### src/inc/sdr_pkg.sv
// Purpose: shared constants and types of the shift and digit rotate unit
// Assumes: byte-wide external memory with 16-bit addresses, APB register access
// Notes: T-state lists are packed, element 0 being the first machine cycle
package sdr_pkg;
	localparam int unsigned CLK_HZ     = 125_000_000;
	localparam int unsigned TSTATE_HZ  = 4_000_000;
	// Longest T-state that fits the clock: rounded down
	localparam int unsigned TSTATE_DIV = CLK_HZ / TSTATE_HZ;

	localparam logic [7:0] OFS_INSTR  = 8'h00;
	localparam logic [7:0] OFS_STATUS = 8'h04;
	localparam logic [7:0] OFS_AF     = 8'h08;
	localparam logic [7:0] OFS_BCDE   = 8'h0c;
	localparam logic [7:0] OFS_HL     = 8'h10;
	localparam logic [7:0] OFS_INDEX  = 8'h14;

	localparam int STS_BUSY = 0;
	localparam int STS_DONE = 1;
	localparam int STS_BAD  = 2;

	localparam int FLG_S = 7;
	localparam int FLG_Z = 6;
	localparam int FLG_H = 4;
	localparam int FLG_P = 2;
	localparam int FLG_N = 1;
	localparam int FLG_C = 0;

	localparam logic [7:0] PFX_CB      = 8'hcb;
	localparam logic [7:0] PFX_IDX1    = 8'hdd;
	localparam logic [7:0] PFX_IDX2    = 8'hfd;
	localparam logic [7:0] PFX_ED      = 8'hed;
	localparam logic [7:0] OPC_ASR_MEM = 8'h2e;
	localparam logic [7:0] OPC_LSR_MEM = 8'h3e;
	localparam logic [7:0] OPC_DRL     = 8'h6f;
	localparam logic [7:0] OPC_DRR     = 8'h67;
	localparam logic [4:0] ASR_HI      = 5'h05;
	localparam logic [4:0] LSR_HI      = 5'h07;

	localparam logic [2:0] RC_B   = 3'h0;
	localparam logic [2:0] RC_C   = 3'h1;
	localparam logic [2:0] RC_D   = 3'h2;
	localparam logic [2:0] RC_E   = 3'h3;
	localparam logic [2:0] RC_H   = 3'h4;
	localparam logic [2:0] RC_L   = 3'h5;
	localparam logic [2:0] RC_MEM = 3'h6;
	localparam logic [2:0] RC_A   = 3'h7;

	localparam logic [2:0] MC_REG = 3'h2;
	localparam logic [2:0] MC_PTR = 3'h4;
	localparam logic [2:0] MC_IDX = 3'h6;
	localparam logic [2:0] MC_DIG = 3'h5;
	localparam logic [5:0][2:0] TS_REG = {3'h0, 3'h0, 3'h0, 3'h0, 3'h4, 3'h4};
	localparam logic [5:0][2:0] TS_PTR = {3'h0, 3'h0, 3'h3, 3'h4, 3'h4, 3'h4};
	localparam logic [5:0][2:0] TS_IDX = {3'h3, 3'h4, 3'h5, 3'h3, 3'h4, 3'h4};
	localparam logic [5:0][2:0] TS_DIG = {3'h0, 3'h3, 3'h4, 3'h3, 3'h4, 3'h4};
	localparam logic [4:0] TT_REG = 5'h08;
	localparam logic [4:0] TT_PTR = 5'h0f;
	localparam logic [4:0] TT_IDX = 5'h17;
	localparam logic [4:0] TT_DIG = 5'h12;
	localparam logic [2:0] RD_PTR = 3'h2;
	localparam logic [2:0] WR_PTR = 3'h3;
	localparam logic [2:0] RD_IDX = 3'h4;
	localparam logic [2:0] WR_IDX = 3'h5;
	localparam logic [2:0] RD_DIG = 3'h2;
	localparam logic [2:0] WR_DIG = 3'h4;

	localparam logic [7:0]  RST_BYTE = 8'h00;
	localparam logic [15:0] RST_WORD = 16'h0000;

	typedef enum logic [3:0] {
		OP_ASR = 4'h1, OP_LSR = 4'h2, OP_DRL = 4'h4, OP_DRR = 4'h8
	} sdr_op_e;
	typedef enum logic [4:0] {
		FM_NONE = 5'h01, FM_REG = 5'h02, FM_PTR = 5'h04, FM_IDX = 5'h08, FM_DIG = 5'h10
	} sdr_form_e;
	typedef enum logic [1:0] {ST_IDLE = 2'h1, ST_RUN = 2'h2} sdr_fsm_e;

	typedef struct packed {
		sdr_form_e form;
		sdr_op_e   op;
	} sdr_dec_s;

	typedef struct packed {
		logic [15:0] addr;
		logic [7:0]  wdata;
		logic        rd;
		logic        wr;
	} sdr_mem_s;
endpackage

### src/core/sdr_tick.sv
// Purpose: T-state enable pulse divider
// Assumes: DIV of one or more clock cycles per T-state
// Notes: restart aligns the first pulse to a full period after a start
`timescale 1ns/100ps
module sdr_tick #(
	parameter int unsigned DIV = sdr_pkg::TSTATE_DIV
) (
	input  wire logic clock_in,   // Core clock
	input  wire logic arst_n_in,  // Asynchronous reset, active low
	input  wire logic restart_in, // Clear the divider
	output logic      tick_out    // One-cycle T-state pulse
);
	localparam int W = (DIV > 1) ? $clog2(DIV) : 1;
	typedef struct packed {
		logic [W-1:0] count;
	} sdr_tick_s;

	sdr_tick_s st;
	sdr_tick_s next_st;

	always_comb begin
		next_st = st;
		if (restart_in || st.count == W'(DIV - 1)) begin
			next_st.count = '0;
		end else begin
			next_st.count = st.count + W'(1);
		end
	end

	assign tick_out = (st.count == W'(DIV - 1)) && !restart_in;

	always_ff @(posedge clock_in or negedge arst_n_in) begin
		if (!arst_n_in) begin
			st <= '0;
		end else begin
			st <= next_st;
		end
	end
endmodule

### src/core/sdr_alu.sv
// Purpose: shift and digit rotate result and flag logic
// Assumes: purely combinational, called once per operand
// Notes: undocumented flag bits 5 and 3 pass through unchanged
`timescale 1ns/100ps
module sdr_alu (
	input  wire sdr_pkg::sdr_op_e op_in,     // Operation
	input  wire logic [7:0]       opnd_in,   // Register or memory operand
	input  wire logic [7:0]       acc_in,    // Accumulator before
	input  wire logic [7:0]       flags_in,  // Flags before
	output logic [7:0]            res_out,   // Operand result
	output logic [7:0]            acc_out,   // Accumulator after
	output logic [7:0]            flags_out  // Flags after
);
	logic [7:0] src;

	always_comb begin
		res_out   = opnd_in;
		acc_out   = acc_in;
		flags_out = flags_in;
		case (op_in)
			sdr_pkg::OP_ASR: begin
				res_out = {opnd_in[7], opnd_in[7:1]};
				flags_out[sdr_pkg::FLG_C] = opnd_in[0];
			end
			sdr_pkg::OP_LSR: begin
				res_out = {1'b0, opnd_in[7:1]};
				flags_out[sdr_pkg::FLG_C] = opnd_in[0];
			end
			sdr_pkg::OP_DRL: begin
				res_out = {opnd_in[3:0], acc_in[3:0]};
				acc_out = {acc_in[7:4], opnd_in[7:4]};
			end
			sdr_pkg::OP_DRR: begin
				res_out = {acc_in[3:0], opnd_in[7:4]};
				acc_out = {acc_in[7:4], opnd_in[3:0]};
			end
			default: begin
				res_out = opnd_in;
			end
		endcase
		// Shifts judge the result, digit rotates the accumulator; carry kept on rotates
		src = (op_in == sdr_pkg::OP_DRL || op_in == sdr_pkg::OP_DRR) ? acc_out : res_out;
		flags_out[sdr_pkg::FLG_S] = src[7];
		flags_out[sdr_pkg::FLG_Z] = (src == 8'h00);
		flags_out[sdr_pkg::FLG_H] = 1'b0;
		flags_out[sdr_pkg::FLG_P] = ~^src;
		flags_out[sdr_pkg::FLG_N] = 1'b0;
	end
endmodule

### src/core/sdr_core.sv
// Purpose: execution unit for right shifts and digit rotates, APB slave
// Assumes: memory read data valid on the last clock of a read machine cycle
// Notes: instruction bytes are written as one word, first byte in bits 7:0
`timescale 1ns/100ps
module sdr_core #(
	parameter int unsigned TSTATE_DIV = sdr_pkg::TSTATE_DIV
) (
	input  wire logic             clock_in,     // 125 MHz core clock
	input  wire logic             arst_n_in,    // Asynchronous reset, active low
	input  wire logic             psel_in,      // APB select
	input  wire logic             penable_in,   // APB enable
	input  wire logic             pwrite_in,    // APB write
	input  wire logic [7:0]       paddr_in,     // APB byte address
	input  wire logic [31:0]      pwdata_in,    // APB write data
	input  wire logic [3:0]       pstrb_in,     // APB byte strobes
	output logic [31:0]           prdata_out,   // APB read data
	output logic                  pready_out,   // APB ready
	output logic                  pslverr_out,  // APB error
	input  wire logic [7:0]       mem_rdata_in, // Memory read data
	output sdr_pkg::sdr_mem_s     mem_out,      // Memory address, data, strobes
	output logic                  busy_out      // Instruction running
);
	typedef struct packed {
		sdr_pkg::sdr_fsm_e  fsm;
		sdr_pkg::sdr_form_e form;
		sdr_pkg::sdr_op_e   op;
		logic [31:0]        instr;
		logic [2:0]         mcyc;
		logic [2:0]         tcnt;
		logic [4:0]         tsum;
		logic [7:0]         a;
		logic [7:0]         f;
		logic [7:0]         b;
		logic [7:0]         c;
		logic [7:0]         d;
		logic [7:0]         e;
		logic [7:0]         h;
		logic [7:0]         l;
		logic [15:0]        ix;
		logic [15:0]        iy;
		logic [7:0]         opnd;
		logic [15:0]        mem_addr;
		logic [7:0]         mem_wdata;
		logic               done;
		logic               bad;
		logic [31:0]        prdata;
		logic               pslverr;
	} sdr_core_s;

	sdr_core_s           st;
	sdr_core_s           next_st;
	sdr_pkg::sdr_dec_s   dec;
	logic                tick;
	logic                start;
	logic                run;
	logic                mem_form;
	logic                in_rd;
	logic                m_end;
	logic                last_m;
	logic [2:0]          len;
	logic [2:0]          rd_idx;
	logic [2:0]          wr_idx;
	logic [2:0]          rcode;
	logic [7:0]          alu_opnd;
	logic [7:0]          alu_res;
	logic [7:0]          alu_acc;
	logic [7:0]          alu_flags;
	logic                setup;
	logic                wr_acc;
	logic [31:0]         wmerge;

	function automatic sdr_pkg::sdr_dec_s decode(input logic [31:0] w);
		sdr_pkg::sdr_dec_s r;
		r.form = sdr_pkg::FM_NONE;
		r.op   = sdr_pkg::OP_ASR;
		if (w[7:0] == sdr_pkg::PFX_CB) begin
			if (w[15:11] == sdr_pkg::ASR_HI || w[15:11] == sdr_pkg::LSR_HI) begin
				r.op   = (w[15:11] == sdr_pkg::ASR_HI) ? sdr_pkg::OP_ASR : sdr_pkg::OP_LSR;
				// Code 110 selects the pointed byte, not a register
				r.form = (w[10:8] == sdr_pkg::RC_MEM) ? sdr_pkg::FM_PTR : sdr_pkg::FM_REG;
			end
		end else if ((w[7:0] == sdr_pkg::PFX_IDX1 || w[7:0] == sdr_pkg::PFX_IDX2) &&
				w[15:8] == sdr_pkg::PFX_CB) begin
			if (w[31:24] == sdr_pkg::OPC_ASR_MEM || w[31:24] == sdr_pkg::OPC_LSR_MEM) begin
				r.op   = (w[31:24] == sdr_pkg::OPC_ASR_MEM) ? sdr_pkg::OP_ASR
					: sdr_pkg::OP_LSR;
				r.form = sdr_pkg::FM_IDX;
			end
		end else if (w[7:0] == sdr_pkg::PFX_ED) begin
			if (w[15:8] == sdr_pkg::OPC_DRL || w[15:8] == sdr_pkg::OPC_DRR) begin
				r.op   = (w[15:8] == sdr_pkg::OPC_DRL) ? sdr_pkg::OP_DRL : sdr_pkg::OP_DRR;
				r.form = sdr_pkg::FM_DIG;
			end
		end
		return r;
	endfunction

	function automatic logic [31:0] merge(input logic [31:0] old, input logic [31:0] nw,
			input logic [3:0] strb);
		logic [31:0] r;
		r = old;
		for (int i = 0; i < 4; i++) begin
			if (strb[i]) begin
				r[8*i +: 8] = nw[8*i +: 8];
			end
		end
		return r;
	endfunction

	function automatic logic [7:0] reg_read(input sdr_core_s s, input logic [2:0] code);
		logic [7:0] r;
		case (code)
			sdr_pkg::RC_B: r = s.b;
			sdr_pkg::RC_C: r = s.c;
			sdr_pkg::RC_D: r = s.d;
			sdr_pkg::RC_E: r = s.e;
			sdr_pkg::RC_H: r = s.h;
			sdr_pkg::RC_L: r = s.l;
			sdr_pkg::RC_A: r = s.a;
			default:       r = sdr_pkg::RST_BYTE;
		endcase
		return r;
	endfunction

	sdr_tick #(
		.DIV (TSTATE_DIV)
	) u_tick (
		.clock_in   (clock_in),
		.arst_n_in  (arst_n_in),
		.restart_in (start),
		.tick_out   (tick)
	);

	sdr_alu u_alu (
		.op_in     (st.op),
		.opnd_in   (alu_opnd),
		.acc_in    (st.a),
		.flags_in  (st.f),
		.res_out   (alu_res),
		.acc_out   (alu_acc),
		.flags_out (alu_flags)
	);

	always_comb begin
		len    = 3'h0;
		rd_idx = 3'h7;
		wr_idx = 3'h7;
		last_m = 1'b0;
		case (st.form)
			sdr_pkg::FM_REG: begin
				len    = sdr_pkg::TS_REG[st.mcyc];
				last_m = (st.mcyc == sdr_pkg::MC_REG - 3'h1);
			end
			sdr_pkg::FM_PTR: begin
				len    = sdr_pkg::TS_PTR[st.mcyc];
				last_m = (st.mcyc == sdr_pkg::MC_PTR - 3'h1);
				rd_idx = sdr_pkg::RD_PTR;
				wr_idx = sdr_pkg::WR_PTR;
			end
			sdr_pkg::FM_IDX: begin
				len    = sdr_pkg::TS_IDX[st.mcyc];
				last_m = (st.mcyc == sdr_pkg::MC_IDX - 3'h1);
				rd_idx = sdr_pkg::RD_IDX;
				wr_idx = sdr_pkg::WR_IDX;
			end
			sdr_pkg::FM_DIG: begin
				len    = sdr_pkg::TS_DIG[st.mcyc];
				last_m = (st.mcyc == sdr_pkg::MC_DIG - 3'h1);
				rd_idx = sdr_pkg::RD_DIG;
				wr_idx = sdr_pkg::WR_DIG;
			end
			default: begin
				len = 3'h0;
			end
		endcase
	end

	assign run      = (st.fsm == sdr_pkg::ST_RUN);
	assign mem_form = (st.form != sdr_pkg::FM_REG);
	assign in_rd    = run && mem_form && (st.mcyc == rd_idx);
	assign m_end    = run && tick && (st.tcnt == len - 3'h1);
	assign rcode    = st.instr[10:8];
	assign alu_opnd = !mem_form ? reg_read(st, rcode) : (in_rd ? mem_rdata_in : st.opnd);
	assign setup    = psel_in && !penable_in;
	assign wr_acc   = psel_in && penable_in && pwrite_in && !st.pslverr;
	assign wmerge   = merge(st.instr, pwdata_in, pstrb_in);
	assign dec      = decode(wmerge);
	assign start    = wr_acc && paddr_in == sdr_pkg::OFS_INSTR && dec.form != sdr_pkg::FM_NONE;

	always_comb begin
		logic [31:0] w;
		w       = '0;
		next_st = st;
		// Read data and error are latched in the setup cycle so that they come from flops
		if (setup) begin
			next_st.pslverr = !run ? 1'b0 : (pwrite_in && paddr_in != sdr_pkg::OFS_STATUS);
			case (paddr_in)
				sdr_pkg::OFS_INSTR:  next_st.prdata = st.instr;
				sdr_pkg::OFS_STATUS: next_st.prdata = {29'h0, st.bad, st.done, run};
				sdr_pkg::OFS_AF:     next_st.prdata = {16'h0, st.a, st.f};
				sdr_pkg::OFS_BCDE:   next_st.prdata = {st.b, st.c, st.d, st.e};
				sdr_pkg::OFS_HL:     next_st.prdata = {16'h0, st.h, st.l};
				sdr_pkg::OFS_INDEX:  next_st.prdata = {st.ix, st.iy};
				default: begin
					next_st.prdata  = 32'h0;
					next_st.pslverr = 1'b1;
				end
			endcase
		end
		if (wr_acc) begin
			case (paddr_in)
				sdr_pkg::OFS_INSTR: begin
					next_st.instr = wmerge;
					next_st.bad   = dec.form == sdr_pkg::FM_NONE;
				end
				sdr_pkg::OFS_STATUS: begin
					if (pstrb_in[0] && pwdata_in[sdr_pkg::STS_DONE]) next_st.done = 1'b0;
					if (pstrb_in[0] && pwdata_in[sdr_pkg::STS_BAD]) next_st.bad = 1'b0;
				end
				sdr_pkg::OFS_AF: begin
					w = merge({16'h0, st.a, st.f}, pwdata_in, pstrb_in);
					{next_st.a, next_st.f} = w[15:0];
				end
				sdr_pkg::OFS_BCDE: begin
					w = merge({st.b, st.c, st.d, st.e}, pwdata_in, pstrb_in);
					{next_st.b, next_st.c, next_st.d, next_st.e} = w;
				end
				sdr_pkg::OFS_HL: begin
					w = merge({16'h0, st.h, st.l}, pwdata_in, pstrb_in);
					{next_st.h, next_st.l} = w[15:0];
				end
				sdr_pkg::OFS_INDEX: begin
					w = merge({st.ix, st.iy}, pwdata_in, pstrb_in);
					{next_st.ix, next_st.iy} = w;
				end
				default: begin
					w = '0;
				end
			endcase
		end
		if (start) begin
			next_st.fsm  = sdr_pkg::ST_RUN;
			next_st.form = dec.form;
			next_st.op   = dec.op;
			next_st.mcyc = 3'h0;
			next_st.tcnt = 3'h0;
			next_st.tsum = 5'h0;
			if (dec.form == sdr_pkg::FM_IDX) begin
				next_st.mem_addr = ((wmerge[7:0] == sdr_pkg::PFX_IDX1) ? st.ix : st.iy)
					+ {{8{wmerge[23]}}, wmerge[23:16]};
			end else begin
				next_st.mem_addr = {st.h, st.l};
			end
		end
		if (run && tick) begin
			next_st.tsum = st.tsum + 5'h1;
			next_st.tcnt = st.tcnt + 3'h1;
		end
		if (m_end) begin
			next_st.tcnt = 3'h0;
			next_st.mcyc = st.mcyc + 3'h1;
			if (in_rd) begin
				next_st.opnd      = mem_rdata_in;
				next_st.mem_wdata = alu_res;
				next_st.a         = alu_acc;
				next_st.f         = alu_flags;
			end
			if (!mem_form && last_m) begin
				next_st.f = alu_flags;
				case (rcode)
					sdr_pkg::RC_B: next_st.b = alu_res;
					sdr_pkg::RC_C: next_st.c = alu_res;
					sdr_pkg::RC_D: next_st.d = alu_res;
					sdr_pkg::RC_E: next_st.e = alu_res;
					sdr_pkg::RC_H: next_st.h = alu_res;
					sdr_pkg::RC_L: next_st.l = alu_res;
					sdr_pkg::RC_A: next_st.a = alu_res;
					default:       next_st.a = st.a;
				endcase
			end
			if (last_m) begin
				// Completion after a software clear in the same cycle still sets done
				next_st.fsm  = sdr_pkg::ST_IDLE;
				next_st.mcyc = 3'h0;
				next_st.done = 1'b1;
			end
		end
	end

	always_ff @(posedge clock_in or negedge arst_n_in) begin
		if (!arst_n_in) begin
			st      <= '0;
			st.fsm  <= sdr_pkg::ST_IDLE;
			st.form <= sdr_pkg::FM_NONE;
			st.op   <= sdr_pkg::OP_ASR;
		end else begin
			st <= next_st;
		end
	end

	assign prdata_out    = st.prdata;
	assign pready_out    = psel_in && penable_in;
	assign pslverr_out   = psel_in && penable_in && st.pslverr;
	assign busy_out      = run;
	assign mem_out.addr  = st.mem_addr;
	assign mem_out.wdata = st.mem_wdata;
	assign mem_out.rd    = in_rd;
	assign mem_out.wr    = run && mem_form && st.mcyc == wr_idx;
endmodule

### config.mk
export PLATFORM = sky130hd
export DESIGN_NAME = sdr_core
export DESIGN_NICKNAME = d
export VERILOG_FILES = /design/src/inc/sdr_pkg.sv /design/src/core/sdr_tick.sv /design/src/core/sdr_alu.sv /design/src/core/sdr_core.sv
export SDC_FILE = /design/constraint.sdc
export NUM_CORES = 1
export LEC_CHECK = 0
export BUFFER_PORTS_ARGS = -buffer_cell sky130_fd_sc_hd__buf_2
export CORE_MARGIN = 2
export CORE_UTILIZATION = 40
export DETAILED_ROUTE_END_ITERATION = 6
export PLACE_DENSITY = 0.57
export SLEW_MARGIN = 20
export SYNTH_ARGS = -nofsm -noshare
export SYNTH_HDL_FRONTEND = slang
export SYNTH_HIERARCHICAL = 1
export SYNTH_SLANG_ARGS = --single-unit
### constraint.sdc
create_clock -name clock_in -period 4.8 [get_ports clock_in]
set_input_delay 0.48 -clock clock_in [delete_from_list [all_inputs] [get_ports clock_in]]
set_output_delay 0.48 -clock clock_in [all_outputs]
set_load 0.01 [all_outputs]
==> impl_metrics.csv <==
group,metric,value,unit
setup_path,rrSetupSlack,0.56,ns
logic_synthesis,synth-edff-count,0,
clocking,cts.clk_slew.worst_paths,0.06,ns
die,initial_core_util,40.4,%
timing,max_slew_margin,32.3,%
logic_synthesis,synth-compound-area-share,17.0,%
clocking,cts-resized-gates,0,
place,dpl_cell_area,14400,um2
setup_path,worstReg2RegStart,"st[175]",
layout,antenna_cells,0,
logic_synthesis,synth_flop_cell,"dfrtp_1",
job,cap_violations,0,
clocking,cts-root-buf,"clkbuf_16",
clocking,clk_path_buf_depth,3,
timing,fin_skew,0.0163,ns
place,gp_congestion,0.998,
timing,finalSetupViolCount,0,
clocking,cts.hold.buffers_added,0,
setup_path,critPathTopFamily,"compound AO/OA/AOI/OAI gates",
place,post-place-ws,0.407,ns
setup_path,critPathSlowestCell,"a222oi_1",
run_status,status,"finished with violations",
route,wl_per_cell,24.5,um
clocking,numCtsBuffers,26,
route,vias,11500,
global_routing,antenna_found_initial,1,
logic_synthesis,ys_warn_count,6,
timing,final-hold-violation-count,23,
setup_path,cp.depth,13,
global_routing,grt_pass1_wl,69900,um
logic_synthesis,synth.avg_cell_area,9.94,um2
logic_synthesis,synth_top_family_by_area,"multiplexers",
timing,slew_violations,0,
timing,fmax,236,MHz
power,ir_drop,0.271,mV
setup_path,endpoint,"mem_out[24]",
clocking,h-tree-depth,1,
layout,drive_gt1_share,24.5,%
setup_path,critical_path_class,"reg -> reg",
logic_synthesis,synthAdderAreaFrac,2.85,%
clocking,clkLatencyLatePin,0.56,ns
timing,min_period,4.24,ns
global_routing,first_global_vias,10900,
route,drt-initial-drc-count,1205,
setup_path,cp_max_fo,5,
logic_synthesis,ys_seq_area_share,39.1,%
route,postRouteAntennaNets,0,
clocking,post_cts_buffers,0,
clocking,tritoncts,"built",
run_status,violations,"DRC, hold timing",
timing,rsz0062_at_grt,"false",
global_routing,overflow,0,
route,routed_wl,46300,um
die,core,34400,um2
layout,final_area,15300,um2
setup_path,path_buf_inv,0,
setup_path,crit_path_start,"st[175]",
setup_path,cp.arrival,4.69,ns
global_routing,grt_usage,25.4,%
logic_synthesis,yosysUniqueCellTypes,86,
layout,layout_common_cells,"dfrtp_1, mux2_2, buf_2",
place,port_buffers,117,
clocking,numClockSinks,217,
place,hpwl,34000,um
logic_synthesis,synth_xor_area_share,1.57,%
timing,tns,0,ns
logic_synthesis,ys_async_sr_fraction,100,%
setup_path,crit_required,5.25,ns
layout,mostFrequentLayoutCell,"dfrtp_1",
layout,n_fill_cell,3346,
timing,holdWs,-0.0579,ns
logic_synthesis,muxShareOfSynthArea,18.4,%
logic_synthesis,synth_area,13900,um2
layout,nNetsFinal,1506,
logic_synthesis,ys_ff_latch,217,
layout,fin_util,44.6,%
setup_path,max_stage_delay,0.62,ns
global_routing,grt_max_degree,118,
layout,area_delta_synth_final,10.4,%
route,vias_per_cell,6.08,
setup_path,cp_cell_sequence,"or3b_2 -> a222oi_1 -> nand2_1 -> mux2_2 -> ha_1 -> fa_1 -> a211oi_1 -> o21a_1 -> o2bb2ai_1 -> o21ai_0 -> a41oi_1 -> xor2_1 -> o31ai_1",
power,powerDensity,278,nW/um2
worst_hold_path,worstHoldPathType,"in -> async",
route,first_pass_iters,7,
setup_path,critPathLaunchType,"register",
timing,period_share,88.3,%
setup_path,ff2ff_path_depth,13,
die,ios,118,
setup_path,end_kind,"register",
power,p_leak,0.00723,uW
die,dieArea,36200,um2
die,dieHeight,190,um
setup_path,reg2reg_to,"mem_out[24]",
die,rows,68,
logic_synthesis,synthSimpleGateAreaFrac,14.2,%
logic_synthesis,synth_cells,1396,
die,die_w,190,um
timing,tightest_slew,1.01,ns
timing,timing.final.ws_setup,0.563,ns
power,total_power,4260,uW
route,drcViolationCount,12,
==> how the worst min path moves through the flow <==
stage | from | to | slack [ns]
after detailed placement | mem_out[11] | mem_out[11] | 0.47
after floorplan | arst_n_in | mem_out[10] | 0.18
after global placement | mem_out[15] | mem_out[15] | 0.46
after CTS | arst_n_in | st[62] | 0.009
final | arst_n_in | st[62] | -0.06
after global routing | arst_n_in | st[62] | 0.01
==> routing by layer <==
| metal | global-route usage, % | share of wire, % | vias to the layer above | routed length, um |
|---|---|---|---|---|
| met5 | 0 | 0.028 | - | 13 |
| met4 | 7.72 | 3.1 | 2 | 1450 |
| met3 | 4.73 | 8.4 | 88 | 3870 |
| met2 | 38.8 | 44 | 496 | 20500 |
| met1 | 36.5 | 44 | 5739 | 20500 |
| li1 | - | - | 5185 | - |
==> flip-flops by register name (all words and copies together) (netlist names) <==
| register | cells |
|---|---|
| mem_out | 24 |
| u_tick/st | 5 |
| prdata_out | 32 |
| st | 153 |
| rcode | 3 |
==> synth_stat cells, drive strengths merged (5+ instances only) <==
| library cell | count | area (um2) |
|---|---|---|
| a211o | 5 | 43.8 |
| a211oi | 12 | 90.1 |
| a21o | 11 | 82.6 |
| a21oi | 87 | 439 |
| a221o | 16 | 160 |
| a221oi | 8 | 70.1 |
| a222oi | 30 | 300 |
| a22o | 28 | 245 |
| a22oi | 8 | 65.1 |
| and2 | 15 | 93.8 |
| and3 | 13 | 81.3 |
| and3b | 6 | 52.6 |
| buf | 99 | 676 |
| clkbuf | 56 | 211 |
| dfrtp | 214 | 5360 |
| ha | 30 | 375 |
| inv | 15 | 56.3 |
| mux2 | 125 | 1410 |
| mux2i | 99 | 991 |
| mux4 | 7 | 158 |
| nand2 | 105 | 399 |
| nand2b | 13 | 83.8 |
| nand3 | 25 | 130 |
| nand3b | 6 | 45.0 |
| nand4 | 11 | 68.8 |
| nor2 | 108 | 428 |
| nor2b | 12 | 75.1 |
| nor3 | 14 | 92.6 |
| nor3b | 7 | 52.6 |
| nor4 | 11 | 98.8 |
| o211ai | 12 | 95.1 |
| o21ai | 84 | 420 |
| o22ai | 8 | 50.1 |
| or3 | 7 | 48.8 |
| xnor2 | 12 | 105 |
| xor2 | 12 | 113 |
==> power breakdown <==
part	switching (uW)	internal [uW]
Sequential	28.9	1860
Clock	821	1310
Combinational	154	82.2
==> kinds of logic (layout without fill, tap and decap cells) <==
group / after synthesis / after routing
xor gates and xnor gates: 24 / 24
DFF: 217 / 217
adders and majority gates: 31 / 31
buffers and inverters: 170 / 210
other: 1 / 2
and+or+nand+nor: 377 / 377
AOI/OAI and AO/OA: 345 / 345
muxes: 231 / 231
==> metrics by stage <==
step                      hold WS, ns  std cells
after floorplan                 0.184       1397
after global placement          0.460       1845
after detailed placement        0.466       1845
after CTS                     0.00861       1892
after global routing           0.0101       1892
final                         -0.0579       1892
==> worst reg2reg max path, delay by kind of cell, from the launching register on <==
family | cells | cell delay (ns)
AOI/OAI and AO/OA | 7 | 1.88
and+or+nand+nor | 2 | 0.72
adders and majority gates | 2 | 0.69
DFF | 1 | 0.42
muxes | 1 | 0.33
xor gates and xnor gates | 1 | 0.09
==> layout make-up <==
| class | count | area (um2) | area share, % |
|---|---|---|---|
| multi-input cells | 1010 | 7510 | 49.0 |
| clock inverters | 10 | 186 | 1.22 |
| repair buffers | 148 | 841 | 5.49 |
| inverters | 15 | 56.3 | 0.367 |
| clock buffers | 37 | 722 | 4.71 |
| well taps | 455 | 569 | 3.72 |
| flip-flops and latches | 217 | 5430 | 35.5 |
No activity file was read; power rests on OpenSTA's default activity.
